--- config.mk ---
export PLATFORM = sky130hd
export DESIGN_NAME = sgp_gpio_top
export DESIGN_NICKNAME = d
export VERILOG_FILES = /design/src/sgp_pkg.sv /design/src/sgp_gpio_top.sv /design/src/sgp_port.sv
export VERILOG_INCLUDE_DIRS = /design/src /design/src/src
export SDC_FILE = /design/constraint.sdc
export NUM_CORES = 1
export LEC_CHECK = 0
export BUFFER_PORTS_ARGS = -buffer_cell sky130_fd_sc_hd__buf_2
export CAP_MARGIN = 20
export CORE_ASPECT_RATIO = 0.8
export CORE_UTILIZATION = 57
export DETAILED_ROUTE_END_ITERATION = 7
export PLACE_DENSITY = 0.94
export SYNTH_ARGS = -nofsm -noshare
export SYNTH_HDL_FRONTEND = slang
export SYNTH_SLANG_ARGS = --single-unit
--- constraint.sdc ---
create_clock -name i_clk -period 8.98 [get_ports i_clk]
set_input_delay 0.898 -clock i_clk [delete_from_list [all_inputs] [get_ports i_clk]]
set_output_delay 0.898 -clock i_clk [all_outputs]
set_load 0.01 [all_outputs]
--- src/sgp_map.svh ---
`ifndef SGP_MAP_SVH
`define SGP_MAP_SVH

// Register indices; byte address is four times the index
`define SGP_IDX_PORT_B_DATA 4'h1
`define SGP_IDX_PORT_C_DATA 4'h2
`define SGP_IDX_PORT_D_DATA 4'h3
`define SGP_IDX_PORT_B_DIR 4'h5
`define SGP_IDX_PORT_C_DIR 4'h6
`define SGP_IDX_PORT_D_DIR 4'h7

// Port widths
`define SGP_PORT_B_WIDTH 8
`define SGP_PORT_C_WIDTH 5
`define SGP_PORT_D_WIDTH 7

// Field positions
`define SGP_CLKOUT_EN_BIT 7
`define SGP_CLKOUT_PIN 2

// Converter channel numbering
`define SGP_CH_WIDTH 5
`define SGP_CH_LOW_BASE 5'h00
`define SGP_CH_HIGH_BASE 5'h08

// Reset values
`define SGP_DIR_RESET 8'h00
`define SGP_CLKOUT_EN_RESET 1'h0

// Bus geometry
`define SGP_ADDR_WIDTH 12
`define SGP_DATA_WIDTH 32

`endif

--- src/sgp_pkg.sv ---
package sgp_pkg;

  // Which register an APB address selects
  typedef enum logic [2:0] {
    SGP_REG_NONE = 3'h0,
    SGP_REG_B_DATA = 3'h1,
    SGP_REG_C_DATA = 3'h3,
    SGP_REG_D_DATA = 3'h2,
    SGP_REG_B_DIR = 3'h6,
    SGP_REG_C_DIR = 3'h7,
    SGP_REG_D_DIR = 3'h5
  } sgp_reg_type;

  // Result of address decode
  typedef struct packed {
    logic hit;
    sgp_reg_type sel;
  } sgp_decode_type;

  // One pad's drive pair
  typedef struct packed {
    logic out;
    logic oe;
  } sgp_drive_type;

endpackage

--- src/sgp_gpio_top.sv ---
// Behaviour
// - Eight-bit shared port data latch is read/write; reset leaves it alone.
// - Eight-bit port direction: 1 drives the pin, 0 inputs; reset clears.
// - Eight-bit port read: latch if output, else pin, or 0 if converter.
// - Data latches always accept writes; input pins read the pin anyway.
// - Channel select picks converter use; such pins never drive.
// - Converter pin with direction 1 reads the latch but stays high-Z.
// - Five-bit clock port latch is read/write; reset leaves it alone.
// - Direction bit 7 enables bus clock out on pin 2; reset clears.
// - With clock out enabled pin 2 drives the bus clock regardless.
// - Five clock port direction bits: 1 drives, 0 inputs; reset clears.
// - Clock port read: latch if output, else the pin level.
// - Seven-bit shared port latch is read/write, direction per bit.
// - Seven-bit pins are channels 8 to 14; selected input reads 0.
// - Seven-bit port direction: 1 drives, 0 inputs; reset clears.
`timescale 1ns/1ps
`include "sgp_map.svh"

module sgp_gpio_top
  import sgp_pkg::*;
(
  // Clock, reset, enable
  input wire logic i_clk,
  input wire logic i_reset,
  input wire logic i_ce,
  // APB slave
  input wire logic i_psel,
  input wire logic i_penable,
  input wire logic i_pwrite,
  input wire logic [`SGP_ADDR_WIDTH-1:0] i_paddr,
  input wire logic [`SGP_DATA_WIDTH-1:0] i_pwdata,
  input wire logic [3:0] i_pstrb,
  output logic [`SGP_DATA_WIDTH-1:0] o_prdata,
  output logic o_pready,
  output logic o_pslverr,
  // Converter channel select, same clock domain
  input wire logic [`SGP_CH_WIDTH-1:0] i_converter_channel_select,
  // Eight-bit converter-shared port pads
  input wire logic [`SGP_PORT_B_WIDTH-1:0] i_port_b_pin,
  output logic [`SGP_PORT_B_WIDTH-1:0] o_port_b_out,
  output logic [`SGP_PORT_B_WIDTH-1:0] o_port_b_oe,
  // Clock port pads
  input wire logic [`SGP_PORT_C_WIDTH-1:0] i_port_c_pin,
  output logic [`SGP_PORT_C_WIDTH-1:0] o_port_c_out,
  output logic [`SGP_PORT_C_WIDTH-1:0] o_port_c_oe,
  // Seven-bit converter-shared port pads
  input wire logic [`SGP_PORT_D_WIDTH-1:0] i_port_d_pin,
  output logic [`SGP_PORT_D_WIDTH-1:0] o_port_d_out,
  output logic [`SGP_PORT_D_WIDTH-1:0] o_port_d_oe,
  // Converter routing, registered for the converter mux
  output logic [`SGP_PORT_B_WIDTH-1:0] o_converter_channels_low,
  output logic [`SGP_PORT_D_WIDTH-1:0] o_converter_channels_high
);

  localparam int BW = `SGP_PORT_B_WIDTH;
  localparam int CW = `SGP_PORT_C_WIDTH;
  localparam int DW = `SGP_PORT_D_WIDTH;

  // Bus phase and decode
  sgp_decode_type dec;
  logic setup_phase;
  logic wr_commit;
  logic [`SGP_DATA_WIDTH-1:0] read_mux;
  logic pready_q;
  logic pslverr_q;
  logic [`SGP_DATA_WIDTH-1:0] prdata_q;

  // Per-port write strobes
  logic wr_b_data;
  logic wr_b_dir;
  logic wr_c_data;
  logic wr_c_dir;
  logic wr_d_data;
  logic wr_d_dir;

  // Converter routing
  logic [BW-1:0] analog_b;
  logic [DW-1:0] analog_d;
  logic [BW-1:0] analog_b_q;
  logic [DW-1:0] analog_d_q;

  // Clock output state
  logic clkout_en_q;
  logic bus_clk_q;
  logic [CW-1:0] c_force_oe;
  logic [CW-1:0] c_force_out;

  // Port views
  logic [BW-1:0] b_dir;
  logic [BW-1:0] b_read;
  logic [CW-1:0] c_dir;
  logic [CW-1:0] c_read;
  logic [DW-1:0] d_dir;
  logic [DW-1:0] d_read;

  // Address decode; misaligned or high addresses hit nothing
  always_comb begin
    dec.hit = 1'b0;
    dec.sel = SGP_REG_NONE;
    if (i_paddr[1:0] == 2'h0 && i_paddr[`SGP_ADDR_WIDTH-1:6] == '0) begin
      dec.hit = 1'b1;
      case (i_paddr[5:2])
        `SGP_IDX_PORT_B_DATA: begin
          dec.sel = SGP_REG_B_DATA;
        end
        `SGP_IDX_PORT_C_DATA: begin
          dec.sel = SGP_REG_C_DATA;
        end
        `SGP_IDX_PORT_D_DATA: begin
          dec.sel = SGP_REG_D_DATA;
        end
        `SGP_IDX_PORT_B_DIR: begin
          dec.sel = SGP_REG_B_DIR;
        end
        `SGP_IDX_PORT_C_DIR: begin
          dec.sel = SGP_REG_C_DIR;
        end
        `SGP_IDX_PORT_D_DIR: begin
          dec.sel = SGP_REG_D_DIR;
        end
        default: begin
          dec.hit = 1'b0;
          dec.sel = SGP_REG_NONE;
        end
      endcase
    end
  end

  // Setup cycle schedules the answer; write lands in the access edge
  assign setup_phase = i_psel && !i_penable;
  assign wr_commit = i_psel && i_penable && pready_q && i_pwrite && dec.hit && i_pstrb[0];

  // Only the low byte lane carries register data
  assign wr_b_data = wr_commit && dec.sel == SGP_REG_B_DATA;
  assign wr_b_dir = wr_commit && dec.sel == SGP_REG_B_DIR;
  assign wr_c_data = wr_commit && dec.sel == SGP_REG_C_DATA;
  assign wr_c_dir = wr_commit && dec.sel == SGP_REG_C_DIR;
  assign wr_d_data = wr_commit && dec.sel == SGP_REG_D_DATA;
  assign wr_d_dir = wr_commit && dec.sel == SGP_REG_D_DIR;

  // Channel select to per-pin converter ownership; 15 and up select none
  always_comb begin
    for (int i = 0; i < BW; i++) begin
      analog_b[i] = i_converter_channel_select ==
        `SGP_CH_LOW_BASE + i[`SGP_CH_WIDTH-1:0];
    end
    for (int i = 0; i < DW; i++) begin
      analog_d[i] = i_converter_channel_select ==
        `SGP_CH_HIGH_BASE + i[`SGP_CH_WIDTH-1:0];
    end
  end

  // Clock output enable lives in bit 7 of the clock port direction
  always_ff @(posedge i_clk or posedge i_reset) begin
    if (i_reset) begin
      clkout_en_q <= `SGP_CLKOUT_EN_RESET;
    end else if (i_ce && wr_c_dir) begin
      clkout_en_q <= i_pwdata[`SGP_CLKOUT_EN_BIT];
    end
  end

  // Bus clock image for the pad: a divide-by-two toggle of the core clock
  // Trade-off: half rate keeps the pad on a plain flop, no gated clock path
  always_ff @(posedge i_clk or posedge i_reset) begin
    if (i_reset) begin
      bus_clk_q <= 1'b0;
    end else if (i_ce) begin
      bus_clk_q <= clkout_en_q ? !bus_clk_q : 1'b0;
    end
  end

  // Pin 2 is taken over while the clock output is enabled
  always_comb begin
    c_force_oe = '0;
    c_force_out = '0;
    c_force_oe[`SGP_CLKOUT_PIN] = clkout_en_q;
    c_force_out[`SGP_CLKOUT_PIN] = bus_clk_q;
  end

  // Eight-bit converter-shared port
  sgp_port #(
    .WIDTH(BW)
  ) u_port_b (
    .i_clk(i_clk),
    .i_reset(i_reset),
    .i_ce(i_ce),
    .i_wr_data(i_pwdata[BW-1:0]),
    .i_wr_latch(wr_b_data),
    .i_wr_dir(wr_b_dir),
    .i_analog_sel(analog_b),
    .i_force_oe('0),
    .i_force_out('0),
    .i_pin(i_port_b_pin),
    .o_pin_out(o_port_b_out),
    .o_pin_oe(o_port_b_oe),
    .o_dir(b_dir),
    .o_read(b_read)
  );

  // Clock port, no converter sharing
  sgp_port #(
    .WIDTH(CW)
  ) u_port_c (
    .i_clk(i_clk),
    .i_reset(i_reset),
    .i_ce(i_ce),
    .i_wr_data(i_pwdata[CW-1:0]),
    .i_wr_latch(wr_c_data),
    .i_wr_dir(wr_c_dir),
    .i_analog_sel('0),
    .i_force_oe(c_force_oe),
    .i_force_out(c_force_out),
    .i_pin(i_port_c_pin),
    .o_pin_out(o_port_c_out),
    .o_pin_oe(o_port_c_oe),
    .o_dir(c_dir),
    .o_read(c_read)
  );

  // Seven-bit converter-shared port
  sgp_port #(
    .WIDTH(DW)
  ) u_port_d (
    .i_clk(i_clk),
    .i_reset(i_reset),
    .i_ce(i_ce),
    .i_wr_data(i_pwdata[DW-1:0]),
    .i_wr_latch(wr_d_data),
    .i_wr_dir(wr_d_dir),
    .i_analog_sel(analog_d),
    .i_force_oe('0),
    .i_force_out('0),
    .i_pin(i_port_d_pin),
    .o_pin_out(o_port_d_out),
    .o_pin_oe(o_port_d_oe),
    .o_dir(d_dir),
    .o_read(d_read)
  );

  // Read mux; unimplemented bits are zero-extended away
  // Direction reads never expose the unused clock port bits 6 and 5
  always_comb begin
    read_mux = '0;
    case (dec.sel)
      SGP_REG_B_DATA: begin
        read_mux[BW-1:0] = b_read;
      end
      SGP_REG_C_DATA: begin
        read_mux[CW-1:0] = c_read;
      end
      SGP_REG_D_DATA: begin
        read_mux[DW-1:0] = d_read;
      end
      SGP_REG_B_DIR: begin
        read_mux[BW-1:0] = b_dir;
      end
      SGP_REG_C_DIR: begin
        read_mux[CW-1:0] = c_dir;
        read_mux[`SGP_CLKOUT_EN_BIT] = clkout_en_q;
      end
      SGP_REG_D_DIR: begin
        read_mux[DW-1:0] = d_dir;
      end
      default: begin
        read_mux = '0;
      end
    endcase
  end

  // Zero-wait answer: ready and data are loaded in the setup cycle
  // Data is captured in setup, so a read shows state before its own access
  always_ff @(posedge i_clk or posedge i_reset) begin
    if (i_reset) begin
      pready_q <= 1'b0;
      pslverr_q <= 1'b0;
      prdata_q <= '0;
    end else if (i_ce) begin
      pready_q <= setup_phase;
      pslverr_q <= setup_phase && !dec.hit;
      prdata_q <= (setup_phase && !i_pwrite) ? read_mux : '0;
    end
  end

  // Converter routing flags for the analog mux
  always_ff @(posedge i_clk or posedge i_reset) begin
    if (i_reset) begin
      analog_b_q <= '0;
      analog_d_q <= '0;
    end else if (i_ce) begin
      analog_b_q <= analog_b;
      analog_d_q <= analog_d;
    end
  end

  assign o_pready = pready_q;
  assign o_pslverr = pslverr_q;
  assign o_prdata = prdata_q;
  assign o_converter_channels_low = analog_b_q;
  assign o_converter_channels_high = analog_d_q;

endmodule

--- src/sgp_port.sv ---
`timescale 1ns/1ps
`include "sgp_map.svh"

module sgp_port
  import sgp_pkg::*;
#(
  parameter int WIDTH = 8
) (
  // Clock, reset, enable
  input wire logic i_clk,
  input wire logic i_reset,
  input wire logic i_ce,
  // Register writes
  input wire logic [WIDTH-1:0] i_wr_data,
  input wire logic i_wr_latch,
  input wire logic i_wr_dir,
  // Alternate function controls
  input wire logic [WIDTH-1:0] i_analog_sel,
  input wire logic [WIDTH-1:0] i_force_oe,
  input wire logic [WIDTH-1:0] i_force_out,
  // Pads
  input wire logic [WIDTH-1:0] i_pin,
  output logic [WIDTH-1:0] o_pin_out,
  output logic [WIDTH-1:0] o_pin_oe,
  // Register views
  output logic [WIDTH-1:0] o_dir,
  output logic [WIDTH-1:0] o_read
);

  logic [WIDTH-1:0] latch_q;
  logic [WIDTH-1:0] dir_q;
  logic [WIDTH-1:0] sync1_q;
  logic [WIDTH-1:0] sync2_q;
  logic [WIDTH-1:0] out_q;
  logic [WIDTH-1:0] oe_q;

  // Data latch has no reset; software must load it before use
  always_ff @(posedge i_clk) begin
    if (i_ce && i_wr_latch) begin
      latch_q <= i_wr_data;
    end
  end

  // Direction bits clear to inputs on reset
  always_ff @(posedge i_clk or posedge i_reset) begin
    if (i_reset) begin
      dir_q <= '0;
    end else if (i_ce && i_wr_dir) begin
      dir_q <= i_wr_data;
    end
  end

  // Two-stage synchroniser; only the second stage is read
  always_ff @(posedge i_clk or posedge i_reset) begin
    if (i_reset) begin
      sync1_q <= '0;
      sync2_q <= '0;
    end else if (i_ce) begin
      sync1_q <= i_pin;
      sync2_q <= sync1_q;
    end
  end

  // Registered pad drive; converter use blocks the buffer
  always_ff @(posedge i_clk or posedge i_reset) begin
    if (i_reset) begin
      oe_q <= '0;
      out_q <= '0;
    end else if (i_ce) begin
      oe_q <= i_force_oe | (dir_q & ~i_analog_sel);
      out_q <= (i_force_oe & i_force_out) | (~i_force_oe & latch_q);
    end
  end

  // Read view: latch for outputs, pin or zero for inputs
  always_comb begin
    o_read = (dir_q & latch_q) | (~dir_q & ~i_analog_sel & sync2_q);
  end

  assign o_dir = dir_q;
  assign o_pin_out = out_q;
  assign o_pin_oe = oe_q;

endmodule

==> results of run 1 <==
[state kept, by name, indices dropped and copies added, names as in the netlist, 7 cells and up]
name	count
u_port_b.sync2_q	8
u_port_d.latch_q	7
o_converter_channels_low	8
u_port_d.o_pin_out	7
u_port_b.latch_q	8
u_port_d.o_pin_oe	7
u_port_d.sync1_q	7
u_port_d.sync2_q	7
u_port_b.o_pin_out	8
o_prdata	8
u_port_b.o_pin_oe	8
u_port_d.o_dir	7
o_converter_channels_high	7
u_port_b.sync1_q	8
u_port_b.o_dir	8
[stage by stage]
step                      utilization, %  power, mW  instances  area (µm²)  hold slack [ns]
after floorplan                        -      0.811        519        6650            0.472
after global placement              64.8      0.841        735        7160            0.466
after detailed placement            64.8      0.848        735        7160            0.469
after CTS                           70.1       1.54        767        7750            0.487
after global routing                70.1       1.58        767        7750            0.509
final                               70.1       1.53        767        7750            0.484
[kinds of logic after synthesis]
kind of cell	after synthesis	share of synthesized area [%]
XOR/XNOR	2	0.267
AND/OR/NAND/NOR	102	9.22
buffers and inverters	56	4.71
adder cells (fa/ha/maj)	4	0.762
AO/OA/AOI/OAI	82	8.77
flip-flops	147	57.6
multiplexers	102	18.7
other	1	0.0571
[critical path, cell delays in order]
cell and delay (ns):
buf_2 0.11, or4_4 0.54, or3_2 0.53, inv_1 0.11, ha_1 0.58, and2_1 0.48
[cell type report]
cell class	instances	area, µm²	area share, %
multi-input combinational	316	2560	33.1
sequential	147	3780	48.7
tap	144	180	2.32
clock inverter	13	123	1.58
inverter	9	36.3	0.468
timing repair buffer	119	606	7.81
clock buffer	19	464	5.99
[Yosys cell counts, types with 8 or more instances]
library cell / number
o2bb2ai_1: 17
inv_1: 8
edfxtp_1: 20
mux2_4: 21
dfrtp_1: 127
buf_4: 24
o21ai_0: 31
mux2_2: 79
buf_1: 10
nand2_1: 38
nor2_1: 17
clkbuf_1: 8
[where the power goes]
| group | internal (mW) | switching, mW |
|---|---|---|
| registers | 0.705 | 0.0188 |
| logic | 0.0518 | 0.0631 |
| clock network | 0.408 | 0.289 |
[worst max path at each step]
stage                                    endpoint  depth (start not counted)        from
floorplan                   bus_clk_q$_DFFE_PP0P_                          1     i_reset
global placement    u_port_d.latch_q[0]$_DFFE_PP_                          6  i_paddr[1]
detailed placement  u_port_d.latch_q[0]$_DFFE_PP_                          6  i_paddr[1]
CTS                 u_port_d.latch_q[6]$_DFFE_PP_                          6  i_paddr[1]
global route              o_prdata[3]$_DFFE_PP0P_                          8  i_paddr[1]
finish              u_port_d.latch_q[6]$_DFFE_PP_                          6  i_paddr[1]
[placed cells by master (no fill, tap or decap), types with 5 or more instances in the layout]
master     instances
mux2_2            79
edfxtp_1          20
a21oi_1            6
o211a_1            6
inv_1              7
o211ai_1           6
buf_2            115
nand2b_1           6
nand2_1           38
mux2_4            21
clkbuf_16         18
and2_1             6
o21ai_0           31
nor3_1             5
nor2_1            17
o2bb2ai_1         17
dfrtp_1          127
conb_1            24
[routing by layer]
metal	vias up	global-route usage [%]	part of all wire [%]
li1	1975	-	-
met1	2293	37.4	42
met2	206	43.9	50
met3	41	6.43	5.7
met4	0	13.3	2.9
met5	-	0	0
==> impl_metrics.toml, run 1 <==
[timing]
slew_headroom_pct = 35.0
finalSetupViolations = 0
rsz0062_at_grt = "no"
fin_skew_ns = 0.0155
tightest_slew_ns = 0.975
fin_crit_sh_pct = 35.4
clock.fmax_mhz = 315
layout_min_cycle_time_ns = 3.18
drv_slew = 0
finalSetupTns_ns = 0
hold_viol_final = 0
setup_ws_ns = 5.80

[finish]
fin_nets = 693
drive_above_1_share_pct = 42.1
antenna_cells = 0
area_growth_pct = 18.1
fill_cells = 737

[floorplanning]
die_w_um = 122
ios = 168
rows = 34
initial_core_util_pct = 59.4
die_area_mm2 = 0.0120
die_h_um = 98.0
core_area_mm2 = 0.0111

[global_routing]
grt_max_degree = 83
overflow = 0
grt_pass1_wl_um = 25000
grt_util_all_layers_pct = 28.2
grt_pass1_vias = 4543
antenna_found_initial = 0

[drt]
wl_per_cell_um = 20.3
drt_iter0_markers = 345
vias = 4515
vias_per_cell = 5.89
firstDrtPassIters = 5
drt_wl_total_um = 15600
ant_nets = 0
drc = 0

[yosys]
yosys.cell_types.count = 55
seq_area_frac_synth_pct = 57.6
ys_ff_latch = 147
synthFlopType = "dfrtp_1"
synth_top_area_share_pct = 48.4
synth_area_mm2 = 0.00657
synth_edf_count = 20
async_flop_share_pct = 86.4
synthTopCellsByArea = "dfrtp_1, mux2_2, edfxtp_1"
syn_avg_cell_area_um2 = 13.2
yosys_warnings = 0
yosysTopAreaCell = "dfrtp_1"
syn_inst = 496

[outcome]
status = "finished clean"

[critical_path]
endpoint_kind = "flop"
cp.arrival_ns = 3.25
start_kind = "input port"
r2r_cells = 4
timing.rr.start = "o_pready$_DFFE_PP0P_"
path_class = "in -> reg"
r2r_slack_ns = 7.31
timing.rr.end = "u_port_b.latch_q[2]$_DFFE_PP_"
crit_required_ns = 9.05
cp_max_fo = 11

[clock_network]
cts-htree-levels = 4
clk_latency_ns = 0.43
clock_tree.root_cell = "clkbuf_16"
clk_pin_slew_ns = 0.06
cts_setup_buffers = 0
postCtsHoldBufs = 0
cts_tree = "yes"
ctsResizeCount = 0
cts_sinks = 147
cts_made_buffers = 17
clock_path_buffers = 2

[pwr]
power_density_mw_per_mm2 = 198
p_leak_nw = 3.61
ir_drop_uv = 146

[job]
maxCapViolCount = 0

[placed_design]
gp_congestion = 0.843
dp_hpwl_um = 10100
io_buffers = 116
dp_slack_ns = 5.40

[worst_hold_path]
hold_end = "u_port_d.o_pin_oe[1]$_DFFE_PP0P_"
hp-class = "reg -> reg"
min_from = "u_port_d.o_pin_oe[1]$_DFFE_PP0P_"
holdPathStages = 1
(Power assumes the default switching activity.)
==> inputs of run 2 (changes only) <==
- CORE_UTILIZATION: 57 -> 53
- PLACE_DENSITY: 0.94 -> 0.89
- clock period: 8.98 -> 3 ns (I/O delays scaled with it)
==> run 2 against run 1 <==
Hold slack worse by 0.45 ns. Cell count up 1.4%. Non-clock buffer count up 7. Die area up 7.4%. Wire length down 2.5%. Total power rose to 2.9 times the previous value. Count of clock-buffer cells in the layout up 2. First-iteration DRC count up 2.3%. Highest routed layer unchanged.
==> impl_metrics.toml, run 2 (same netlist as run 1, synthesis figures left out) <==
[outcome]
status = "finished clean"

[finish]
final_common_cell = "dfrtp_1"
multi_input_area_mm2 = 0.00256
layout_common_cells = "dfrtp_1, buf_2, mux2_2"
design_area_mm2 = 0.00782
fill_cells = 852
area_growth_pct = 19.1
final-seq-area_mm2 = 0.00378
drive_above_1_share_pct = 42.5
antenna_cells = 0
post-route-util_pct = 66.4
fin_nets = 700

[worst_hold_path]
hp-class = "in -> async"

[clock_network]
clock_tree.root_cell = "clkbuf_16"
cts_sinks = 147
cts_setup_buffers = 0
postCtsHoldBufs = 0
clk_latency_ns = 0.43
cts-htree-levels = 4
clk_pin_slew_ns = 0.06
clock_path_buffers = 2
ctsResizeCount = 0
cts_made_buffers = 17
cts_tree = "yes"

[drt]
vias_per_cell = 5.76
firstDrtPassIters = 4
wl_per_cell_um = 19.6
vias = 4479
drc = 0
drt_wl_total_um = 15200
drt_iter0_markers = 353
ant_nets = 0

[timing]
fin_skew_ns = 0.00875
fin_crit_sh_pct = 77.0
finalSetupTns_ns = 0
tightest_slew_ns = 0.839
drv_slew = 0
rsz0062_at_grt = "no"
finalHoldWorstSlack_ns = 0.0358
clock.fmax_mhz = 433
finalSetupViolations = 0
layout_min_cycle_time_ns = 2.31
hold_viol_final = 0
slew_headroom_pct = 43.9

[critical_path]
path_cells = "buf_2 -> or4_4 -> or3_2 -> inv_1 -> ha_1 -> and2_1"
slowest_delay_ns = 0.54
r2r_slack_ns = 1.41
worstSetupEndpoint = "u_port_c.latch_q[4]$_DFFE_PP_"
cp.depth = 6
endpoint_kind = "flop"
path_class = "in -> reg"
critPathTopFamily = "simple AND/OR/NAND/NOR gates"
timing.rr.start = "o_pready$_DFFE_PP0P_"
cp_max_fo = 8
r2r_cells = 5
start_kind = "input port"
crit_required_ns = 3.10
startpoint = "i_paddr[1]"
crit_slowest_cell = "or4_4"
worst-path-buf-inv = 2
cp.arrival_ns = 2.41
timing.rr.end = "u_port_d.o_dir[2]$_DFFE_PP0P_"

[pwr]
power_frac_seq_pct = 48.2
internal_power_mw = 3.42
switching_power_mw = 1.07
power_density_mw_per_mm2 = 574
p_sw_share_pct = 23.8
p_leak_nw = 3.66
combPwrFrac_pct = 7.8
ir_drop_uv = 371
p_clk_share_pct = 44.0

[job]
maxCapViolCount = 0

[global_routing]
antenna_found_initial = 0
overflow = 0
grt_max_degree = 94
grt_pass1_vias = 4443
grt_pass1_wl_um = 24200
grt_util_all_layers_pct = 25.5

[floorplanning]
die_area_mm2 = 0.0128
die_w_um = 126
rows = 35
ios = 168
core_area_mm2 = 0.0118
initial_core_util_pct = 55.7
die_h_um = 102

[placed_design]
dp_hpwl_um = 10500
io_buffers = 116
placement.cell_area_mm2 = 0.00726
gp_congestion = 0.839
## run 2: stage by stage
stage | setup WS [ns] | total power [mW] | cells
floorplan | 0.624 | 2.43 | 519
global placement | 0.317 | 2.53 | 746
detailed placement | 0.306 | 2.55 | 746
CTS | 0.725 | 4.51 | 778
global route | 0.607 | 4.64 | 778
finish | 0.691 | 4.49 | 778
## run 2: worst register-to-register path, delay by kind of cell (launching register included)
kind	cells	cell delay (ns)
buf+inv	1	0.08
simple gates	3	0.72
mux	1	0.35
flops	1	0.34
## run 2: metal layers
| metal | part of all wire, % | routed length [µm] | vias up | GRT usage (%) |
|---|---|---|---|---|
| met5 | 0 | 0 | - | 0 |
| met1 | 43 | 6550 | 2259 | 34.1 |
| met2 | 47 | 7200 | 187 | 39.2 |
| met3 | 6.9 | 1050 | 38 | 6.39 |
| li1 | - | - | 1995 | - |
| met4 | 2.7 | 409 | 0 | 13.2 |
## run 2: area by class of cell
class                   count  share of cell area (%)
multi-input cells         316                    32.8
inverters                   9                   0.480
flip-flops and latches    147                    48.3
clock buffers              21                    6.16
well taps                 148                    2.37
clock inverters            11                   0.992
repair buffers            126                    8.90
## run 2: worst min-delay path by stage
stage	from	cells after the start	slack [ns]	end
global placement	u_port_b.o_pin_oe[1]$_DFFE_PP0P_	1	0.47	u_port_b.o_pin_oe[1]$_DFFE_PP0P_
finish	i_reset	2	0.04	o_converter_channels_high[3]$_DFFE_PP0P_
CTS	i_reset	2	0.05	o_converter_channels_low[6]$_DFFE_PP0P_
floorplan	i_pwdata[0]	0	0.40	u_port_b.latch_q[0]$_DFFE_PP_
detailed placement	u_port_d.o_pin_oe[1]$_DFFE_PP0P_	1	0.48	u_port_d.o_pin_oe[1]$_DFFE_PP0P_
global route	i_reset	2	0.09	o_converter_channels_low[6]$_DFFE_PP0P_
## run 2: power by group through the flow
| stage | Sequential [mW] | Clock [mW] | Combinational, mW |
|---|---|---|---|
| after floorplan | 2.19 | 0 | 0.242 |
| final | 2.16 | 1.98 | 0.352 |
| after detailed placement | 2.20 | 0 | 0.351 |
| after CTS | 2.16 | 1.99 | 0.355 |
| after global placement | 2.19 | 0 | 0.339 |
| after global routing | 2.17 | 2.07 | 0.388 |
==> inputs of run 3 (changes only) <==
- clock period: 3 -> 2.21 ns (I/O delays scaled with it)
==> run 3 against run 2 <==
Wire length is 3.9% higher. Sequential cell count stayed put. Global-route usage is 0.58 points higher. Clock skew is 0.0021 ns lower. Core utilization is 0.82 points higher. Cell area is 1.2% higher. Clock power is 47% higher. Non-clock buffer count is 9 higher. Register-to-register slack worse by 0.74 ns. Sequential share of layout area is 0.59 points lower. First-iteration DRC count is 27% higher. Critical endpoint is now o_prdata[1]$_DFFE_PP0P_. Largest cell class unchanged.
==> impl_metrics.toml, run 3 (same netlist as run 1, synthesis figures left out) <==
[drt]
wl_per_cell_um = 20.1
ant_nets = 0
drc = 0
vias = 4566
firstDrtPassIters = 7
vias_per_cell = 5.80
drt_iter0_markers = 449
drt_wl_total_um = 15800

[critical_path]
endpoint_kind = "flop"
slowest_delay_ns = 0.56
timing.rr.start = "o_pready$_DFFE_PP0P_"
crit_slowest_cell = "or4_4"
path_cells = "buf_2 -> or4_4 -> or3_4 -> inv_1 -> ha_2 -> o21ai_0 -> o22ai_1 -> a221o_1"
crit_required_ns = 2.56
worst-path-buf-inv = 2
critPathTopFamily = "simple AND/OR/NAND/NOR gates"
start_kind = "input port"
path_class = "in -> reg"
cp.arrival_ns = 2.37
startpoint = "i_paddr[1]"
cp_max_fo = 10

[clock_network]
cts-htree-levels = 4
clock_tree.root_cell = "clkbuf_16"
cts_tree = "yes"
cts_sinks = 147
clk_latency_ns = 0.42
clk_pin_slew_ns = 0.06
cts_made_buffers = 17
cts_setup_buffers = 0
clock_path_buffers = 2

[outcome]
status = "finished clean"

[floorplanning]
die_w_um = 126
die_area_mm2 = 0.0128
core_area_mm2 = 0.0118
rows = 35
initial_core_util_pct = 55.7
ios = 168
die_h_um = 102

[placed_design]
gp_congestion = 0.900
dp_hpwl_um = 11100
io_buffers = 116

[finish]
post-route-util_pct = 67.2
drive_above_1_share_pct = 43.7
final_common_cell = "dfrtp_1"
antenna_cells = 0
final-seq-area_mm2 = 0.00378
area_growth_pct = 20.6
multi_input_area_mm2 = 0.00258
layout_common_cells = "dfrtp_1, buf_2, mux2_2"
fin_nets = 709
fill_cells = 807

[worst_hold_path]
min_from = "i_port_d_pin[0]"
hp-class = "in -> reg"

[pwr]
power_density_mw_per_mm2 = 801
ir_drop_uv = 516
p_leak_nw = 3.71

[global_routing]
overflow = 0
met2_usage_pct = 40.3
grt_util_all_layers_pct = 26.1
grt_max_degree = 86
grt_pass1_vias = 4569
grt_busiest_layer = "met2"
grt_pass1_wl_um = 24700
antenna_found_initial = 0
gr-usage-met3_pct = 8.40
met1_usage_pct = 33.9

[timing]
fin_crit_sh_pct = 91.5
drv_slew = 0
fin_skew_ns = 0.00670
finalSetupViolations = 0
slew_headroom_pct = 33.1
rsz0062_at_grt = "no"
layout_min_cycle_time_ns = 2.02
clock.fmax_mhz = 494
tightest_slew_ns = 1.00
hold_viol_final = 0
finalHoldWorstSlack_ns = 0.0343

[job]
maxCapViolCount = 0
==> run 3: cell types whose count changed in the layout (fill, tap and decap cells not counted), sizes merged <==
cell / before / now
buf: 126 / 134
clkinv: 11 / 4
inv: 8 / 13
bufinv: 0 / 3
clkbuf: 21 / 20
dlygate4sd3: 0 / 1
==> run 3: area by class of cell <==
type | count | area share [%]
sequential | 147 | 47.7
multi-input combinational | 316 | 32.6
timing repair buffer | 135 | 9.36
clock buffer | 20 | 5.64
tap | 148 | 2.34
clock inverter | 12 | 1.90
inverter | 9 | 0.474
==> run 3: through the flow <==
stage / setup slack (ns) / power, mW / std cells / cell area (µm²) / TNS [ns]
6_report: 0.187 / 6.34 / 787 / 7920 / 0
5_1_grt: 0.0304 / 6.56 / 787 / 7920 / 0
4_1_cts: 0.0444 / 6.38 / 787 / 7910 / 0
3_5_place_dp: -0.322 / 3.47 / 754 / 7300 / -9.43
3_3_place_gp: -0.258 / 3.44 / 754 / 7300 / -7.17
2_1_floorplan: 0.0549 / 3.30 / 519 / 6670 / 0
==> run 3: power breakdown <==
group / internal, mW / total, mW / switching, mW
registers: 2.86 / 2.94 / 0.0757
logic: 0.219 / 0.491 / 0.271
clock network: 1.81 / 2.91 / 1.10
==> run 3: path summary, 6_finish.rpt <==
path	endpoint	slack, ns	depth (start not counted)
max in group asynchronous	u_port_c.o_pin_out[2]$_DFFE_PP0P_	1.30	4
hold reg to reg	u_port_d.o_pin_oe[5]$_DFFE_PP0P_	0.48	1
setup reg to reg	u_port_b.o_dir[2]$_DFFE_PP0P_	0.67	5
min in group asynchronous	u_port_b.sync1_q[5]$_DFFE_PP0P_	0.49	4
setup / recovery	o_prdata[1]$_DFFE_PP0P_	0.19	8
hold / removal	u_port_d.sync1_q[0]$_DFFE_PP0P_	0.03	2
==> run 3: layer usage <==
layer / vias up / wire (µm)
li1: 2015 / -
met4: 0 / 436
met5: - / 0
met1: 2291 / 6570
met2: 221 / 7500
met3: 39 / 1310
==> run 3: repair_timing <==
item                                    CTS  global route
hold buffers                              1             0
endpoints found under the setup margin    0             4
gates resized for setup                   0             2
endpoints found under the hold margin    85             0
